<file path="src/rtl/spc_pkg.sv">
// Constants, mode codes and state types for the sleep power controller.
// Assumes a single 50 MHz core clock and a synchronous active-high reset.
package spc_pkg;

  // Width of the sleep mode select field.
  localparam int MODE_W = 3;

  // Width of the regulator power select field.
  localparam int VREG_W = 3;

  // Sleep mode select codes.
  localparam logic [2:0] MODE_IDLE    = 3'h0;
  localparam logic [2:0] MODE_STANDBY = 3'h1;
  localparam logic [2:0] MODE_PDOWN   = 3'h2;

  // Regulator power select codes.
  localparam logic [2:0] VREG_AUTO = 3'h0;
  localparam logic [2:0] VREG_FULL = 3'h1;

  // Normal wake-up length in core clock cycles.
  localparam int WAKE_CYCLES = 6;

  // Extra start-up cycles added outside Idle when the regulator is not in full setting.
  localparam int STARTUP_CYCLES = 16;

  // Width of the wake-up counter.
  localparam int WCNT_W = 5;

  // Reset value of the sleep mode select field.
  localparam logic [2:0] MODE_RST = 3'h0;

  // Controller states.
  typedef enum logic [1:0] {
    SPC_ACTIVE,
    SPC_SLEEP,
    SPC_WAKE
  } spc_state_e;

  // Decoded sleep mode.
  typedef enum logic [1:0] {
    SPC_M_IDLE,
    SPC_M_STANDBY,
    SPC_M_PDOWN,
    SPC_M_RESERVED
  } spc_mode_e;

endpackage : spc_pkg

</file>
<file path="src/rtl/spc_sleep_ctrl.sv">
// Sleep power controller: Active, Idle, Standby and Power-Down handling.
// Assumes the CPU pulses sleep_instr for one cycle and that all wake
// sources and configuration bits are synchronous to core_clk.
// Operation
// One Active mode, three sleep modes.
// Sleep entered only from Active; CPU halted.
// Interrupt wake runs service routine, then resumes.
// Reset during sleep restarts from reset vector.
// Registers and memories keep contents while sleeping.
// Software enables wake interrupts before sleeping.
// Sleep needs mode, enable, then sleep instruction.
// Auto regulator low power only sleeping, 32k only.
// Full regulator setting keeps full drive always.
// Standby peripheral runs only with run-in-standby.
// Power-Down keeps watchdog, wakeup timer, oscillators.
// Power-Down wakes: brownout, voltage, timer, pin, match, logic.
// Software disables match and logic before hot-leak.
// Standby counter needs run bit; Power-Down timer only.
// Logic unit wakes only on asynchronous path; code checks this in Power-Down only, not Standby.
// Pins must use asynchronous sensing for Power-Down.
// Standby clocks run only for run-in-standby users.
// Wake set depends on mode; Idle wakes all.
// Mode codes: 0 Idle, 1 Standby, 2 Power-Down.
// Regulator codes: 0 automatic, 1 full drive.
// Wake-up takes six cycles plus start-up.
// Debug break while sleeping forces Active.
// Sleep with enable clear or reserved mode: no-op.
`timescale 1ns/1ps

module spc_sleep_ctrl
  import spc_pkg::*;
#(
  parameter int NPERIPH = 8  // Number of peripherals with a run-in-standby bit.
) (
  input  wire logic               core_clk,
  input  wire logic               srst,
  input  wire logic [MODE_W-1:0]  sleep_mode_select,
  input  wire logic               sleep_enable_bit,
  input  wire logic [VREG_W-1:0]  regulator_power_select,
  input  wire logic               hot_leak_reduce_enable,
  input  wire logic               sleep_instr,
  input  wire logic [NPERIPH-1:0] run_in_standby,
  input  wire logic               rtc_run_in_standby,
  input  wire logic               main_clk_user_standby,
  input  wire logic               clu_clk_user_standby,
  input  wire logic               only_low_freq_internal_osc,
  input  wire logic               irq_any,
  input  wire logic               irq_pin,
  input  wire logic               irq_brownout_detector,
  input  wire logic               irq_io_voltage_monitor,
  input  wire logic               irq_periodic_wakeup_timer,
  input  wire logic               irq_rtc,
  input  wire logic               irq_two_wire_port_match,
  input  wire logic               irq_usart_sof,
  input  wire logic               irq_configurable_logic_unit,
  input  wire logic [1:0]         lut_filter_select,
  input  wire logic [1:0]         lut_edge_detect,
  input  wire logic               debug_break,
  output logic                    cpu_halt,
  output logic                    irq_wake,
  output logic                    in_sleep,
  output logic [1:0]              active_mode,
  output logic [NPERIPH-1:0]      periph_clk_en,
  output logic                    rtc_run,
  output logic                    watchdog_timer_run,
  output logic                    periodic_wakeup_timer_run,
  output logic                    main_clk_src_en,
  output logic                    clu_clk_src_en,
  output logic                    osc_watchdog_brownout_en,
  output logic                    regulator_low_power,
  output logic                    hot_leak_active
);

  spc_state_e        state_q;     // Controller state.
  spc_mode_e         mode_q;      // Mode latched at sleep entry.
  logic [WCNT_W-1:0] wcnt_q;      // Wake-up cycles remaining.
  logic              irq_wake_q;  // Wake came from an interrupt.
  logic              wake_src;    // Qualified wake event this cycle.
  logic              sleep_ok;    // Sleep instruction is legal now.
  logic              clu_async;   // Logic unit path is asynchronous.
  spc_mode_e         req_mode;    // Decoded requested mode.

  // Decoding of the mode field; reserved codes never enter sleep.
  function automatic spc_mode_e decode_mode(input logic [MODE_W-1:0] code);
    case (code)
      MODE_IDLE:    decode_mode = SPC_M_IDLE;
      MODE_STANDBY: decode_mode = SPC_M_STANDBY;
      MODE_PDOWN:   decode_mode = SPC_M_PDOWN;
      default:       decode_mode = SPC_M_RESERVED;
    endcase
  endfunction

  // In Power-Down the logic unit only wakes when neither filter nor edge detect is used.
  assign clu_async = (lut_filter_select == 2'h0) && (lut_edge_detect == 2'h0);
  assign req_mode  = decode_mode(sleep_mode_select);

  // Legal sleep request: enable set, mode valid, controller Active.
  assign sleep_ok = sleep_instr && sleep_enable_bit && (req_mode != SPC_M_RESERVED)
                    && (state_q == SPC_ACTIVE);

  // Mode-dependent wake qualification. In Power-Down, hot-leak enable drops the match and
  // logic unit sources since they cannot operate under it.
  always_comb begin
    case (mode_q)
      SPC_M_IDLE: begin
        wake_src = irq_any;
      end
      SPC_M_STANDBY: begin
        wake_src = irq_pin | irq_brownout_detector | irq_io_voltage_monitor
                 | (irq_rtc & rtc_run_in_standby) | irq_two_wire_port_match
                 | irq_configurable_logic_unit | irq_usart_sof;
      end
      SPC_M_PDOWN: begin
        wake_src = irq_pin | irq_brownout_detector | irq_io_voltage_monitor
                 | irq_periodic_wakeup_timer
                 | (~hot_leak_reduce_enable
                    & (irq_two_wire_port_match
                       | (irq_configurable_logic_unit & clu_async)));
      end
      default: begin
        wake_src = 1'b0;
      end
    endcase
  end

  // Main state machine. Reset always lands in Active so the CPU restarts
  // from its reset vector; register contents are never touched here.
  always_ff @(posedge core_clk) begin
    if (srst) begin
      state_q <= SPC_ACTIVE;
    end else begin
      case (state_q)
        SPC_ACTIVE: begin
          if (sleep_ok) begin
            state_q <= SPC_SLEEP;
          end
        end
        SPC_SLEEP: begin
          // Without an enabled wake source or a debug break the controller simply stays here.
          if (wake_src || debug_break) begin
            state_q <= SPC_WAKE;
          end
        end
        SPC_WAKE: begin
          if (wcnt_q == WCNT_W'(1)) begin
            state_q <= SPC_ACTIVE;
          end
        end
        default: begin
          state_q <= SPC_ACTIVE;
        end
      endcase
    end
  end

  // Latch the mode at entry so later field writes cannot alter it mid-sleep.
  always_ff @(posedge core_clk) begin
    if (srst) begin
      mode_q <= SPC_M_IDLE;
    end else if (sleep_ok) begin
      mode_q <= req_mode;
    end
  end

  // Wake-up counter: six cycles, plus start-up outside Idle unless the regulator is in full setting.
  always_ff @(posedge core_clk) begin
    if (srst) begin
      wcnt_q <= '0;
    end else if (state_q == SPC_SLEEP && (wake_src || debug_break)) begin
      if (mode_q == SPC_M_IDLE || regulator_power_select == VREG_FULL) begin
        wcnt_q <= WCNT_W'(WAKE_CYCLES);
      end else begin
        wcnt_q <= WCNT_W'(WAKE_CYCLES + STARTUP_CYCLES);
      end
    end else if (state_q == SPC_WAKE) begin
      wcnt_q <= wcnt_q - WCNT_W'(1);
    end
  end

  // Interrupt-caused wake: CPU is told to take the service routine first.
  always_ff @(posedge core_clk) begin
    if (srst) begin
      irq_wake_q <= 1'b0;
    end else if (state_q == SPC_SLEEP && wake_src) begin
      irq_wake_q <= 1'b1;
    end else if (state_q == SPC_SLEEP && debug_break) begin
      irq_wake_q <= 1'b0;
    end
  end

  // Registered outputs toward CPU and clock/peripheral gating.
  always_ff @(posedge core_clk) begin
    if (srst) begin
      cpu_halt                  <= 1'b0;
      irq_wake                  <= 1'b0;
      in_sleep                  <= 1'b0;
      active_mode               <= 2'h0;
      periph_clk_en             <= '1;
      rtc_run                   <= 1'b1;
      watchdog_timer_run        <= 1'b1;
      periodic_wakeup_timer_run <= 1'b1;
      main_clk_src_en           <= 1'b1;
      clu_clk_src_en            <= 1'b1;
      osc_watchdog_brownout_en  <= 1'b1;
      regulator_low_power       <= 1'b0;
      hot_leak_active           <= 1'b0;
    end else begin
      cpu_halt    <= (state_q != SPC_ACTIVE);
      irq_wake    <= (state_q == SPC_WAKE) && (wcnt_q == WCNT_W'(1)) && irq_wake_q;
      in_sleep    <= (state_q == SPC_SLEEP);
      active_mode <= (state_q == SPC_SLEEP) ? (2'h1 + 2'(mode_q)) : 2'h0;
      watchdog_timer_run        <= 1'b1;
      periodic_wakeup_timer_run <= 1'b1;
      osc_watchdog_brownout_en  <= 1'b1;
      if (state_q == SPC_SLEEP && mode_q == SPC_M_STANDBY) begin
        periph_clk_en   <= run_in_standby;
        rtc_run         <= rtc_run_in_standby;
        main_clk_src_en <= main_clk_user_standby;
        clu_clk_src_en  <= clu_clk_user_standby;
      end else if (state_q == SPC_SLEEP && mode_q == SPC_M_PDOWN) begin
        periph_clk_en   <= '0;
        rtc_run         <= 1'b0;
        main_clk_src_en <= 1'b0;
        clu_clk_src_en  <= 1'b0;
      end else begin
        periph_clk_en   <= '1;
        rtc_run         <= 1'b1;
        main_clk_src_en <= 1'b1;
        clu_clk_src_en  <= 1'b1;
      end
      // Low-current regulator only in auto setting, asleep, 32k alone.
      regulator_low_power <= (regulator_power_select == VREG_AUTO)
                             && (state_q == SPC_SLEEP)
                             && only_low_freq_internal_osc;
      hot_leak_active <= hot_leak_reduce_enable && (state_q == SPC_SLEEP)
                         && (mode_q == SPC_M_PDOWN)
                         && (regulator_power_select == VREG_AUTO);
    end
  end
endmodule : spc_sleep_ctrl

</file>
<file path="config.mk">
export PLATFORM = sky130hd
export DESIGN_NAME = spc_sleep_ctrl
export DESIGN_NICKNAME = d
export VERILOG_FILES = /design/src/rtl/spc_pkg.sv /design/src/rtl/spc_sleep_ctrl.sv
export SDC_FILE = /design/constraint.sdc
export NUM_CORES = 1
export LEC_CHECK = 0
export BUFFER_PORTS_ARGS = -buffer_cell sky130_fd_sc_hd__buf_2
export CAP_MARGIN = 20
export CORE_ASPECT_RATIO = 0.6
export CORE_MARGIN = 5
export CORE_UTILIZATION = 45
export DETAILED_ROUTE_END_ITERATION = 10
export GPL_ROUTABILITY_DRIVEN = 0
export PLACE_DENSITY_LB_ADDON = 0.3
export SLEW_MARGIN = 20
export SYNTH_ARGS = -nofsm -noshare
export SYNTH_HDL_FRONTEND = slang
export SYNTH_SLANG_ARGS = --single-unit
</file>
<file path="constraint.sdc">
create_clock -name core_clk -period 1.9 [get_ports core_clk]
set_input_delay 0.475 -clock core_clk [delete_from_list [all_inputs] [get_ports core_clk]]
set_output_delay 0.475 -clock core_clk [all_outputs]
set_load 0.01 [all_outputs]
</file>
# After elaboration in Yosys (flattened, before gate mapping)
# Index checks and enable logic that the tools add are counted.
[totals]
inputBits = 37
register_bits = 28
wordCells = 88
output_inout_bits = 21
[classes]
reduce_logical = 29
n_mux = 17
eq_ne = 12
bitwise = 14
add_sub_neg = 2
[op_table]
columns = ["op", "n"]
rows = [
  ["1-bit logical AND", 16],
  ["8-bit two-way mux", 2],
  ["5-bit two-way mux", 3],
  ["2-bit one-hot mux with 3 select lines", 2],
  ["1-bit bitwise OR", 9],
  ["2-bit logical NOT", 4],
  ["2-bit != test, second input constant", 4],
  ["3-bit by 1-bit == test with 1-bit output, second input constant", 2],
  ["3-bit logical NOT", 2],
  ["1-bit two-way mux", 6],
  ["2-bit two-way mux", 3],
  ["2-bit nonzero test", 3],
  ["5-bit by 1-bit == test with 1-bit output, second input constant", 1],
  ["5-bit by 1-bit subtractor with 5-bit output, second input constant", 1],
  ["2-bit by 1-bit == test with 1-bit output, second input constant", 2],
  ["2-bit == test, second input constant", 2],
  ["1-bit bitwise AND", 3],
  ["3-bit by 2-bit == test with 1-bit output, second input constant", 1],
  ["1-bit one-hot mux with 3 select lines", 1],
  ["3-bit AND reduction", 1],
  ["1-bit by 2-bit adder with 2-bit output, first input constant", 1],
  ["1-bit logical OR", 2],
  ["1-bit NOT", 2],
  ["2-bit OR reduction", 1],
]

# Depth between registers and ports, before layout
# Gate-level depths: netlist of run 1.
[depth]
ltp_word = 10
ltp_mapped = 7
ltp_nobuf = 7

# Least setup slack after synthesis of run 1
# No wires, ideal clock.
[synth_path]
path_kind = "input to register"
startpoint = "input rtc_run_in_standby"
endpoint = "register wcnt_q[4]"
path_stages = 5
path_slack_ns = 0.175
arrival_ns = 1.632
n_path_buf = 0
required_ns = 1.807
setup_time_ns = 0.093
path_cell_list = "a2111oi_2 a311oi_1 or2_1 or2_1 o311ai_2"
[synth_via]
elab_chain_cells = 9
word_cells_on_any_way = 10
cone_classes = "mux: 2; bitwise: 5; reduce/logical: 3"
[synth_lines]
columns = ["item", "line", "rtl"]
rows = [
  ["start: declaration", "spc_sleep_ctrl.sv:43", "input wire logic rtc_run_in_standby,"],
  ["1-bit bitwise AND (*)", "spc_sleep_ctrl.sv:110", "| (irq_rtc & rtc_run_in_standby) | irq_two_wire_port_match"],
  ["1-bit bitwise OR (*) (2 in a row)", "spc_sleep_ctrl.sv:110", ""],
  ["1-bit bitwise OR (*) (2 in a row)", "spc_sleep_ctrl.sv:111", "| irq_configurable_logic_unit | irq_usart_sof;"],
  ["1-bit one-hot mux with 3 select lines (*)", "spc_sleep_ctrl.sv:104", "case (mode_q)"],
  ["1-bit logical OR (*)", "spc_sleep_ctrl.sv:169", "end else if (state_q == SPC_SLEEP && (wake_src || debug_break)) begin"],
  ["1-bit logical AND (*)", "spc_sleep_ctrl.sv:169", ""],
  ["5-bit two-way mux / 2-bit nonzero test (equally long branches)", "-", ""],
  ["end signal: assignment", "spc_sleep_ctrl.sv:171", "wcnt_q <= WCNT_W'(WAKE_CYCLES);"],
  ["end signal: assignment", "spc_sleep_ctrl.sv:173", "wcnt_q <= WCNT_W'(WAKE_CYCLES + STARTUP_CYCLES);"],
  ["end signal: assignment", "spc_sleep_ctrl.sv:176", "wcnt_q <= wcnt_q - WCNT_W'(1);"],
  ["end: declaration", "spc_sleep_ctrl.sv:76", "logic [WCNT_W-1:0] wcnt_q;"],
]
# Mark *: on every way between the ends. The rest lies on a longest branch, timed or not.
# A chain may end at the register's enable or synchronous reset.

# Final worst setup path of run 1
[layout_path]
startpoint = "register wcnt_q[0]"
endpoint = "register wcnt_q[4]"
[layout_via]
elab_chain_cells = 3
[layout_lines]
columns = ["item", "line", "rtl"]
rows = [
  ["5-bit by 1-bit subtractor with 5-bit output", "spc_sleep_ctrl.sv:176", ""],
  ["5-bit two-way mux", "spc_sleep_ctrl.sv:175", "end else if (state_q == SPC_WAKE) begin"],
  ["5-bit two-way mux", "spc_sleep_ctrl.sv:169", ""],
]
# Every way passes these cells. The select of a mux whose other input is x is not followed.

==> results of run 1 <==
-- area by class of cell --
class                      instances  area, µm²  share of cell area [%]
sequential                        28        563                    35.2
tap                               32       40.0                    2.50
multi-input combinational         85        617                    38.5
timing repair buffer              57        293                    18.3
inverter                           9       33.8                    2.11
clock buffer                       4       55.1                    3.44
-- report_power, final --
part / internal [mW] / total, mW / leakage [nW] / switching, mW
sequential: 0.597 / 0.608 / 0.228 / 0.0107
combinational: 0.0619 / 0.125 / 0.518 / 0.0631
clock: 0.185 / 0.363 / 0.0288 / 0.178
-- layout by cell type (no fill, tap or decap), types with 2 or more instances in the layout --
cell type and count:
conb_1 3, inv_1 9, nor2b_1 2, and2_1 2, nand2b_1 2, or3b_1 2, nand2_1 4, a21o_1 10
nor4_1 3, o211a_1 2, clkbuf_8 4, dfxtp_2 2, buf_2 54, a21oi_1 7, buf_4 3, o21ai_0 4
dfxtp_1 26, nor2_1 9, a221oi_1 2, ha_1 6, and3_1 2, mux2i_1 2, or2_1 2
-- worst register-to-register path: stages (launching register included) --
cell      delay (ps)
dfxtp_1          350
inv_1            100
ha_1             160
or3b_1           390
or3b_1           390
a21oi_1          140
o21ai_1          110
o311ai_2          90
-- cell usage after synthesis, drive strengths merged (3+ instances only) --
master,number
a21o,11
a21oi,7
ha,6
inv,9
buf,4
o21ai,6
nor4,3
dfxtp,28
nand2,4
nor2,9
clkbuf,4
-- what timing repair did --
action,CTS,global route
hold endpoints to repair,0,0
gates resized for setup,0,3
setup endpoints to repair,0,2
-- flip-flops by register name, summed over array words and instances, names as in the netlist --
register,cells
regulator_low_power,1
cpu_halt,1
periph_clk_en,8
irq_wake_q,1
wcnt_q,5
hot_leak_active,1
state_q,2
clu_clk_src_en,1
irq_wake,1
active_mode,2
rtc_run,1
mode_q,2
in_sleep,1
main_clk_src_en,1
-- worst paths after layout --
kind / depth (start not counted) / start / end
max: 7 / wcnt_q[0] / wcnt_q[4]
min: 2 / run_in_standby[2] / periph_clk_en[2]
max reg2reg: 7 / wcnt_q[0] / wcnt_q[4]
min reg2reg: 2 / irq_wake_q / irq_wake_q
-- routing by layer --
metal | track usage, % | vias up
met5 | 0 | -
li1 | - | 558
met1 | 20.8 | 502
met2 | 23.4 | 54
met3 | 5.18 | 2
met4 | 3.37 | 0
-- through the flow --
step / cells / power (mW)
2_1_floorplan: 130 / 0.688
3_3_place_gp: 211 / 0.739
5_1_grt: 215 / 1.15
6_report: 215 / 1.10
3_5_place_dp: 211 / 0.745
4_1_cts: 215 / 1.10
-- cells by family (layout without fill, tap and decap cells) --
logic type / after synthesis / in the layout / synth area share [%]
adder cells (fa/ha/maj): 6 / 6 / 6.03
multiplexers: 2 / 2 / 1.61
AO/OA/AOI/OAI: 37 / 37 / 23.0
flip-flops: 28 / 28 / 45.0
AND/OR/NAND/NOR: 35 / 35 / 16.6
buffers and inverters: 17 / 70 / 6.03
XOR/XNOR: 2 / 2 / 1.41
other: 1 / 3 / 0.301
==> qor.log, run 1 <==
INFO  placed_design  place.port_buffers=54
INFO  setup_path     worst-path-max-fanout=4
INFO  grt            antenna_violations_before_repair=0
INFO  setup_path     path_buf_inv=1
INFO  floorplanning  design.core.area=2570µm²
INFO  sta            clock.fmax=0.554GHz
INFO  layout         finalInstanceArea=1600µm²
INFO  clock_network  max-clock-path-buffers=2
INFO  floorplanning  ioPinCount=58
INFO  sta            final.setup_skew=4.70ps
INFO  hold_path      worstHoldPathType=primary input to flop
INFO  floorplanning  placement_rows=14
INFO  synthesis      dominantRegCellSynth=dfxtp_1
INFO  layout         share_of_final_layout_standard_cells_stronger_than_drive_strength_1=37.7%
INFO  setup_path     worst-endpoint-arrival=1990ps
INFO  detailed_routing drt-total-wl=2920µm
INFO  layout         syn2layout_area_growth=28.6%
INFO  layout         finish.net_count=227
INFO  floorplanning  chipWidth=77.9µm
INFO  sta            timing.final.setup_violations=0
INFO  synthesis      post_synth_main_area_contributors=dfxtp_1, a21o_1, ha_1
INFO  floorplanning  die_h=50.7µm
INFO  detailed_routing drt_pre_antenna_iters=4
INFO  placed_design  post_dp_cell_area=1540µm²
INFO  setup_path     timing.critical_path.to_type=flop
INFO  detailed_routing m1WireLength=1350µm
INFO  clock_network  cts_inserted_buffers=3
INFO  detailed_routing wl_met2=1310µm
INFO  setup_path     critPathMostFrequentCell=or3b_1
INFO  sta            timing.final.hold_violations=0
INFO  clock_network  post_cts_buffers=0
INFO  synthesis      synthesis.area=1240µm²
INFO  setup_path     worst_setup_path_start_kind=flop
INFO  sta            fin_tns_setup=0ps
INFO  sta            rsz0062_at_grt=true
INFO  layout         antenna-diode-count=0
INFO  synthesis      ys_seq_elements=28
INFO  grt            grt.overflow.total=0
INFO  synthesis      synth.lib_cells_used.distinct=42
INFO  setup_path     critical-path-max-stage-delay=390ps
INFO  grt            grt_max_degree=16
INFO  floorplanning  die_area=3950µm²
INFO  synthesis      syn_avg_cell_area=9.73µm²
INFO  power          vdd_drop_max=0.000399V
INFO  detailed_routing drc_errors=0
INFO  synthesis      synthesis.yosys.warnings=0
INFO  clock_network  cts_num_sinks=28
INFO  detailed_routing routed.top_layer=met4
INFO  sta            post-route-min-period=1810ps
INFO  clock_network  clkLatencyLatePin=270ps
INFO  setup_path     cell_by_cell_listing_of_the_critical_path=inv_1 -> ha_1 -> or3b_1 -> or3b_1 -> a21oi_1 -> o21ai_1 -> o311ai_2
INFO  flow_run       timing.max_cap.violations=0
INFO  setup_path     family_with_the_most_delay_on_the_worst_path=simple AND/OR/NAND/NOR gates
INFO  run_status     outcome=finished clean
INFO  clock_network  hold_buffers=0
INFO  floorplanning  initial_core_util=48.3%
INFO  power          power_leakage=0.774nW
INFO  sta            timing.final.ws_setup=94.7ps
INFO  detailed_routing iteration_0_drc_markers=51
INFO  placed_design  dpl_worst_slack=-96.4ps
INFO  detailed_routing post_drt_via_cell_ratio=5.19
INFO  placed_design  hpwl=2340µm
INFO  grt            wire_length_of_the_first_global_routing_pass=4880µm
INFO  detailed_routing detailroute.via_count=1116
INFO  synthesis      synth_edf_count=0
INFO  synthesis      synthDominantCellAreaShare=45.0%
INFO  setup_path     critPathRequiredTime=2080ps
INFO  detailed_routing ant_nets=0
INFO  sta            final_max_slew_viol_count=0
INFO  detailed_routing routed-wl-met3=250µm
INFO  layout         fillerInstances=222
INFO  synthesis      synth.yosys.seq_area_share=45.0%
INFO  synthesis      post-synth-top-area-cell=dfxtp_1
INFO  sta            hold_slack=387ps
INFO  layout         finish.utilization=62.2%
INFO  grt            groute.usage.overall=15.2%
INFO  clock_network  cts.clk_slew.worst_paths=90ps
INFO  clock_network  cts_tree=built
INFO  setup_path     reg2reg_slack=90ps
INFO  setup_path     worstSetupPathType=flop to flop
INFO  synthesis      async_set_reset_flop_share_out_of_synthesis=0%
INFO  clock_network  cts-htree-levels=1
INFO  clock_network  cts.root.buffer_cell=clkbuf_8
INFO  setup_path     critical_path_s_slowest_cell=or3b_1
INFO  power          power_per_cell_area=685nW/µm²
INFO  detailed_routing wire_per_inst=13.6µm
INFO  sta            post-route-period-util=95.0%
INFO  grt            number_of_global_route_vias_before_repair=1057
INFO  synthesis      post_synthesis_cells=128
Power figures use the tool's default switching activity.
==> run 2, diff against run 1 <==
- CORE_ASPECT_RATIO: 0.6 -> unset
==> run 2 against run 1 <==
  * Sequential cell count unchanged
  * Combinational power decreased by 3%
  * Non-clock buffer count decreased by 1
  * First-iteration DRC count decreased by 76%
  * Critical path depth unchanged
  * Cell count decreased by 0.93%
  * Routed wire length decreased by 10%
  * Setup slack improved by 24 ps
  * Clock-buffer cell count decreased by 1
  * Critical path type unchanged
  * Largest power group unchanged
==> qor.log, run 2 (same netlist as run 1, synthesis figures left out) <==
INFO  run_status     outcome=finished clean
INFO  detailed_routing drt-total-wl=2620µm [-10%]
INFO  layout         most_common_library_cell_in_the_layout_ignoring_fill_and_taps=buf_2
INFO  setup_path     path_buf_inv=1 [unchanged]
INFO  setup_path     critPathMostFrequentCell=or3b_1
INFO  grt            grt.overflow.total=0 [unchanged]
INFO  detailed_routing post_drt_via_cell_ratio=5.21 [+0.40%]
INFO  power          power_per_cell_area=702nW/µm² [+2.6%]
INFO  floorplanning  initial_core_util=45.9% [-2.4 points]
INFO  layout         leading_registers_by_flop_count=periph_clk_en: 8 flops, wcnt_q: 5 flops
INFO  layout         share_of_final_layout_standard_cells_stronger_than_drive_strength_1=37.4% [-0.34 points]
INFO  layout         multiInputGateArea=617µm² [unchanged]
INFO  clock_network  cts_num_sinks=28 [unchanged]
INFO  setup_path     critical_path_s_slowest_cell=or3b_1
INFO  sta            post-route-min-period=1780ps [-24.1 ps]
INFO  clock_network  max-clock-path-buffers=2 [unchanged]
INFO  detailed_routing ant_nets=0 [unchanged]
INFO  setup_path     reg2regPathDepth=7 [unchanged]
INFO  sta            timing.final.setup_violations=0 [unchanged]
INFO  clock_network  cts.clk_slew.worst_paths=150ps [+60 ps]
INFO  hold_path      worstHoldPathType=primary input to flop
INFO  detailed_routing drt_pre_antenna_iters=4 [unchanged]
INFO  setup_path     worst-endpoint-arrival=2030ps [+40 ps]
INFO  detailed_routing wire_per_inst=12.3µm [-9.4%]
INFO  grt            number_of_global_route_vias_before_repair=1145 [+8.3%]
INFO  setup_path     worst_setup_path_start_kind=flop
INFO  layout         largest_register_ffs=8 [unchanged]
INFO  floorplanning  placement_rows=19 [+5]
INFO  sta            hold_slack=327ps [-60.0 ps]
INFO  sta            post-route-period-util=93.7% [-1.3 points]
INFO  detailed_routing routed-wl-met3=217µm [-13%]
INFO  clock_network  hold_buffers=0 [unchanged]
INFO  setup_path     worst-path-max-fanout=4 [unchanged]
INFO  layout         fillerInstances=246 [+11%]
INFO  setup_path     timing.critical_path.to_type=flop
INFO  setup_path     family_with_the_most_delay_on_the_worst_path=simple AND/OR/NAND/NOR gates
INFO  clock_network  cts-htree-levels=1 [unchanged]
INFO  layout         register_area=563µm² [unchanged]
INFO  sta            rsz0062_at_grt=false
INFO  grt            groute.usage.overall=14.1% [-1.1 points]
INFO  sta            clock.fmax=0.561GHz [+1.4%]
INFO  hold_path      min_delay_worst_endpoint=periph_clk_en[5]
INFO  setup_path     regToRegStartpoint=wcnt_q[0]
INFO  detailed_routing detailroute.via_count=1110 [-0.54%]
INFO  layout         finish.net_count=226 [-0.44%]
INFO  setup_path     reg2reg_slack=120ps [+20 ps]
INFO  power          vdd_drop_max=0.000541V [+36%]
INFO  clock_network  cts.root.buffer_cell=clkbuf_4
INFO  detailed_routing m1WireLength=1120µm [-17%]
INFO  layout         layout.cells.most_common_list=buf_2, dfxtp_1, a21o_1, inv_1, nor2_1
INFO  detailed_routing drc_errors=0 [unchanged]
INFO  detailed_routing routed.top_layer=met4
INFO  setup_path     critical-path-max-stage-delay=380ps [about the same]
INFO  setup_path     cell_by_cell_listing_of_the_critical_path=inv_1 -> ha_1 -> or3b_1 -> or3b_1 -> a21oi_1 -> o21ai_0 -> o311ai_2
INFO  floorplanning  ioPinCount=58 [unchanged]
INFO  hold_path      min_delay_path_depth=2 [unchanged]
INFO  detailed_routing wl_met2=1270µm [-2.8%]
INFO  placed_design  hpwl=2090µm [-11%]
INFO  setup_path     critPathRequiredTime=2150ps [+70 ps]
INFO  sta            final_max_slew_viol_count=0 [unchanged]
INFO  floorplanning  chipWidth=62.6µm [-20%]
INFO  floorplanning  die_area=3920µm² [-0.88%]
INFO  layout         syn2layout_area_growth=27.7%
INFO  power          post-layout-total-power=1.12mW [+1.9%]
INFO  clock_network  cts_tree=built
INFO  placed_design  place.port_buffers=54 [unchanged]
INFO  floorplanning  die_h=62.6µm [+23%]
INFO  setup_path     regToRegEndpoint=wcnt_q[4]
INFO  setup_path     worstSetupPathType=flop to flop
INFO  floorplanning  design.core.area=2710µm² [+5.2%]
INFO  layout         top_register_by_number_of_flip_flops=periph_clk_en
INFO  hold_path      hold_path_startpoint=run_in_standby[5]
INFO  clock_network  post_cts_buffers=0 [unchanged]
INFO  layout         antenna-diode-count=0 [unchanged]
INFO  setup_path     worst_setup_path_startpoint=wcnt_q[0]
INFO  sta            final.setup_skew=1.59ps [-3.11 ps]
INFO  power          power_leakage=0.768nW [-0.71%]
INFO  clock_network  cts_inserted_buffers=3 [unchanged]
INFO  sta            timing.final.hold_violations=0 [unchanged]
INFO  grt            antenna_violations_before_repair=0 [unchanged]
INFO  flow_run       timing.max_cap.violations=0 [unchanged]
INFO  grt            grt_max_degree=17 [+1]
INFO  detailed_routing iteration_0_drc_markers=12 [-76%]
INFO  clock_network  clkLatencyLatePin=320ps [+50 ps]
INFO  grt            wire_length_of_the_first_global_routing_pass=4790µm [-1.8%]
-- run 2: changes by cell type in the layout (fill, tap and decap cells not counted) --
cell       before  now
bufinv_16       0    1
o21ai_1         1    0
o21ai_0         4    5
clkbuf_4        0    3
buf_4           3    2
clkbuf_8        4    0
-- run 2: stage by stage --
step | setup TNS [ps] | area, µm² | setup WS (ps) | util (%) | std cells
4_1_cts | 0 | 1590 | 99.6 | 58.6 | 213
3_5_place_dp | -20.9 | 1540 | -20.9 | 56.6 | 209
6_report | 0 | 1590 | 119 | 58.7 | 213
3_3_place_gp | -8.26 | 1540 | -8.26 | 56.6 | 209
2_1_floorplan | 0 | 1250 | 175 | - | 130
5_1_grt | 0 | 1590 | 2.73 | 58.7 | 213
-- run 2: how the worst max path moves through the flow --
stage / to / cells after the start / slack [ps]
final: wcnt_q[4] / 7 / 120
after global routing: wcnt_q[4] / 7 / 3
after CTS: wcnt_q[4] / 7 / 100
after detailed placement: wcnt_q[4] / 6 / -20
after global placement: wcnt_q[4] / 6 / -8
after floorplan: wcnt_q[4] / 5 / 170
-- run 2: power by group --
group          switching, mW  internal (mW)
Clock                  0.174          0.213
Combinational         0.0601         0.0606
Sequential            0.0109          0.598
Total                  0.245          0.872
-- run 2: timing repair --
action,CTS,global route
setup endpoints to repair,0,1
endpoints found under the hold margin,0,0
resized for setup,0,2
-- run 2: area by class of cell --
cell class / instances / area share [%]
clock buffers: 3 / 1.42
clock inverters: 1 / 1.89
inverters: 9 / 2.12
multi-input cells: 85 / 38.8
flip-flops and latches: 28 / 35.4
well taps: 31 / 2.44
repair buffers: 56 / 17.9
-- run 2: routing by layer --
metal | vias up | track usage, %
met3 | 3 | 4.32
met1 | 506 | 15.9
met4 | 0 | 2.12
met2 | 43 | 26.3
met5 | - | 0
li1 | 558 | -
==> run 3, diff against run 2 <==
- PLACE_DENSITY: unset -> 0.79
- PLACE_DENSITY_LB_ADDON: 0.3 -> unset
==> run 3 against run 2 <==
  * Sequential share of layout area decreased by 0.17 points
  * Utilization increased by 0.42 points
  * Worst hold slack got worse by 15 ps
  * Via count increased by 2.6%
  * Critical path type unchanged
==> qor.log, run 3 (same netlist as run 1, synthesis figures left out) <==
INFO  clock_network  cts-htree-levels=1 [unchanged]
INFO  setup_path     worst-endpoint-arrival=2050ps [+20 ps]
INFO  sta            post-route-period-util=95.2% [+1.4 points]
INFO  setup_path     critical_path_s_slowest_cell=or3b_4
INFO  sta            final_max_slew_viol_count=0 [unchanged]
INFO  sta            rsz0062_at_grt=false
INFO  detailed_routing ant_nets=0 [unchanged]
INFO  clock_network  max-clock-path-buffers=2 [unchanged]
INFO  detailed_routing post_drt_via_cell_ratio=5.32 [+2.1%]
INFO  setup_path     cell_by_cell_listing_of_the_critical_path=inv_1 -> ha_1 -> or3b_4 -> or3b_1 -> a21oi_1 -> o21ai_1 -> o311ai_2
INFO  clock_network  cts.clk_slew.worst_paths=160ps [about the same]
INFO  layout         syn2layout_area_growth=28.6%
INFO  detailed_routing detailroute.via_count=1139 [+2.6%]
INFO  power          clock_power_share=34.9% [+0.3 points]
INFO  floorplanning  die_area=3920µm² [unchanged]
INFO  power          vdd_drop_max=0.000510V [-5.8%]
INFO  clock_network  cts_tree=built
INFO  power          p_seq_share=53.8% [-0.7 points]
INFO  floorplanning  die_h=62.6µm [unchanged]
INFO  placed_design  dpl.cell_count=210 [+0.48%]
INFO  hold_path      worstHoldPathType=primary input to flop
INFO  setup_path     critical-path-max-stage-delay=390ps [about the same]
INFO  setup_path     critPathRequiredTime=2140ps [about the same]
INFO  layout         largest_register_ffs=8 [unchanged]
INFO  detailed_routing wire_per_inst=14.6µm [+18%]
INFO  sta            final.setup_skew=12.5ps [+10.9 ps]
INFO  floorplanning  design.core.area=2710µm² [unchanged]
INFO  setup_path     worst-path-max-fanout=4 [unchanged]
INFO  floorplanning  chipWidth=62.6µm [unchanged]
INFO  sta            post-route-min-period=1810ps [+27.1 ps]
INFO  layout         leading_registers_by_flop_count=periph_clk_en: 8 flops, wcnt_q: 5 flops
INFO  flow_run       timing.max_cap.violations=0 [unchanged]
INFO  layout         share_of_final_layout_standard_cells_stronger_than_drive_strength_1=38.8% [+1.4 points]
INFO  setup_path     worst_setup_path_start_kind=flop
INFO  grt            number_of_global_route_vias_before_repair=1179 [+3.0%]
INFO  layout         most_common_library_cell_in_the_layout_ignoring_fill_and_taps=buf_2
INFO  layout         final_cells=214 [+0.47%]
INFO  grt            antenna_violations_before_repair=0 [unchanged]
INFO  floorplanning  initial_core_util=45.9% [unchanged]
INFO  detailed_routing drc_errors=0 [unchanged]
INFO  grt            grt.overflow.total=0 [unchanged]
INFO  placed_design  hpwl=2480µm [+18%]
INFO  detailed_routing drt_pre_antenna_iters=5 [+1]
INFO  floorplanning  placement_rows=19 [unchanged]
INFO  run_status     outcome=finished clean
INFO  setup_path     worstSetupPathType=flop to flop
INFO  detailed_routing iteration_0_drc_markers=43 [+31]
INFO  power          internal_power=877µW [+0.55%]
INFO  clock_network  post_cts_resize_count=0 [unchanged]
INFO  sta            timing.final.setup_violations=0 [unchanged]
INFO  layout         antenna-diode-count=0 [unchanged]
INFO  clock_network  hold_buffers=0 [unchanged]
INFO  clock_network  cts_inserted_buffers=3 [unchanged]
INFO  sta            timing.final.hold_violations=0 [unchanged]
INFO  power          sw_frac_of_total=22.7% [+0.79 points]
INFO  grt            wire_length_of_the_first_global_routing_pass=5240µm [+9.4%]
INFO  placed_design  place.port_buffers=54 [unchanged]
INFO  grt            grt_max_degree=17 [unchanged]
INFO  power          power.share.combinational=11.4% [+0.6 points]
INFO  power          power_leakage=0.771nW [+0.32%]
INFO  clock_network  cts.root.buffer_cell=clkbuf_4
INFO  layout         finish.utilization=59.1% [+0.42 points]
INFO  sta            clock.fmax=0.553GHz [-1.5%]
INFO  clock_network  post_cts_buffers=0 [unchanged]
INFO  setup_path     timing.critical_path.to_type=flop
INFO  layout         layout.cells.most_common_list=buf_2, dfxtp_1, a21o_1, inv_1, nor2_1
INFO  clock_network  clkLatencyLatePin=340ps [+20 ps]
INFO  floorplanning  ioPinCount=58 [unchanged]
INFO  detailed_routing drt-total-wl=3120µm [+19%]
INFO  grt            groute.usage.overall=16.2% [+2.1 points]
INFO  layout         fillerInstances=252 [+2.4%]
INFO  power          power.net_switching=257µW [+5.2%]
INFO  sta            hold_slack=312ps [-14.8 ps]
INFO  clock_network  cts_num_sinks=28 [unchanged]
INFO  power          power_per_cell_area=708nW/µm² [+0.86%]
INFO  layout         top_register_by_number_of_flip_flops=periph_clk_en
INFO  layout         finish.net_count=227 [+0.44%]
==> run 3: worst max-delay path: cells and delay by family, from the launching register on <==
family                   cells  cell delay [ps]
AO/OA/AOI/OAI                3              330
adder cells (fa/ha/maj)      1              170
buffers and inverters        1              100
flip-flops                   1              370
AND/OR/NAND/NOR              2              770
==> run 3: worst paths after layout <==
kind	from	endpoint	slack, ps	cells past startpoint
setup / recovery	wcnt_q[0]	wcnt_q[4]	90	7
setup reg to reg	wcnt_q[0]	wcnt_q[4]	90	7
hold / removal	main_clk_user_standby	main_clk_src_en	310	2
hold reg to reg	mode_q[0]	active_mode[0]	470	1
==> run 3: power groups by stage <==
stage	sequential (mW)	clock [mW]	combinational, mW
floorplan	0.619	0	0.0694
global placement	0.621	0	0.117
detailed placement	0.622	0	0.125
CTS	0.609	0.396	0.126
global route	0.612	0.434	0.144
finish	0.610	0.395	0.129
==> run 3: per-stage QoR <==
| stage | area (µm²) | total power [mW] | setup WS (ps) | TNS, ps |
|---|---|---|---|---|
| 6_report | 1600 | 1.13 | 91.7 | 0 |
| 5_1_grt | 1600 | 1.19 | 1.91 | 0 |
| 4_1_cts | 1600 | 1.13 | 40.2 | 0 |
| 3_5_place_dp | 1540 | 0.747 | -88.6 | -88.6 |
| 3_3_place_gp | 1540 | 0.738 | -14.0 | -14.0 |
| 2_1_floorplan | 1250 | 0.688 | 175 | 0 |
==> run 3: area by class of cell <==
class                           instances  area [µm²]  share of cell area, %
Multi-Input combinational cell         85         619                   38.7
Sequential cell                        28         564                   35.2
Timing Repair Buffer                   57         293                   18.3
Tap cell                               31        38.8                   2.42
Inverter                                9        33.8                   2.11
Clock inverter                          1        30.0                   1.87
Clock buffer                            3        22.5                   1.41
==> run 3: metal layers <==
metal	up-vias	part of all wire (%)	track usage, %
met5	-	0	0
met4	0	1.2	5.57
met3	4	4.4	2.34
met2	37	56	31.1
met1	540	39	17.7
li1	558	-	-
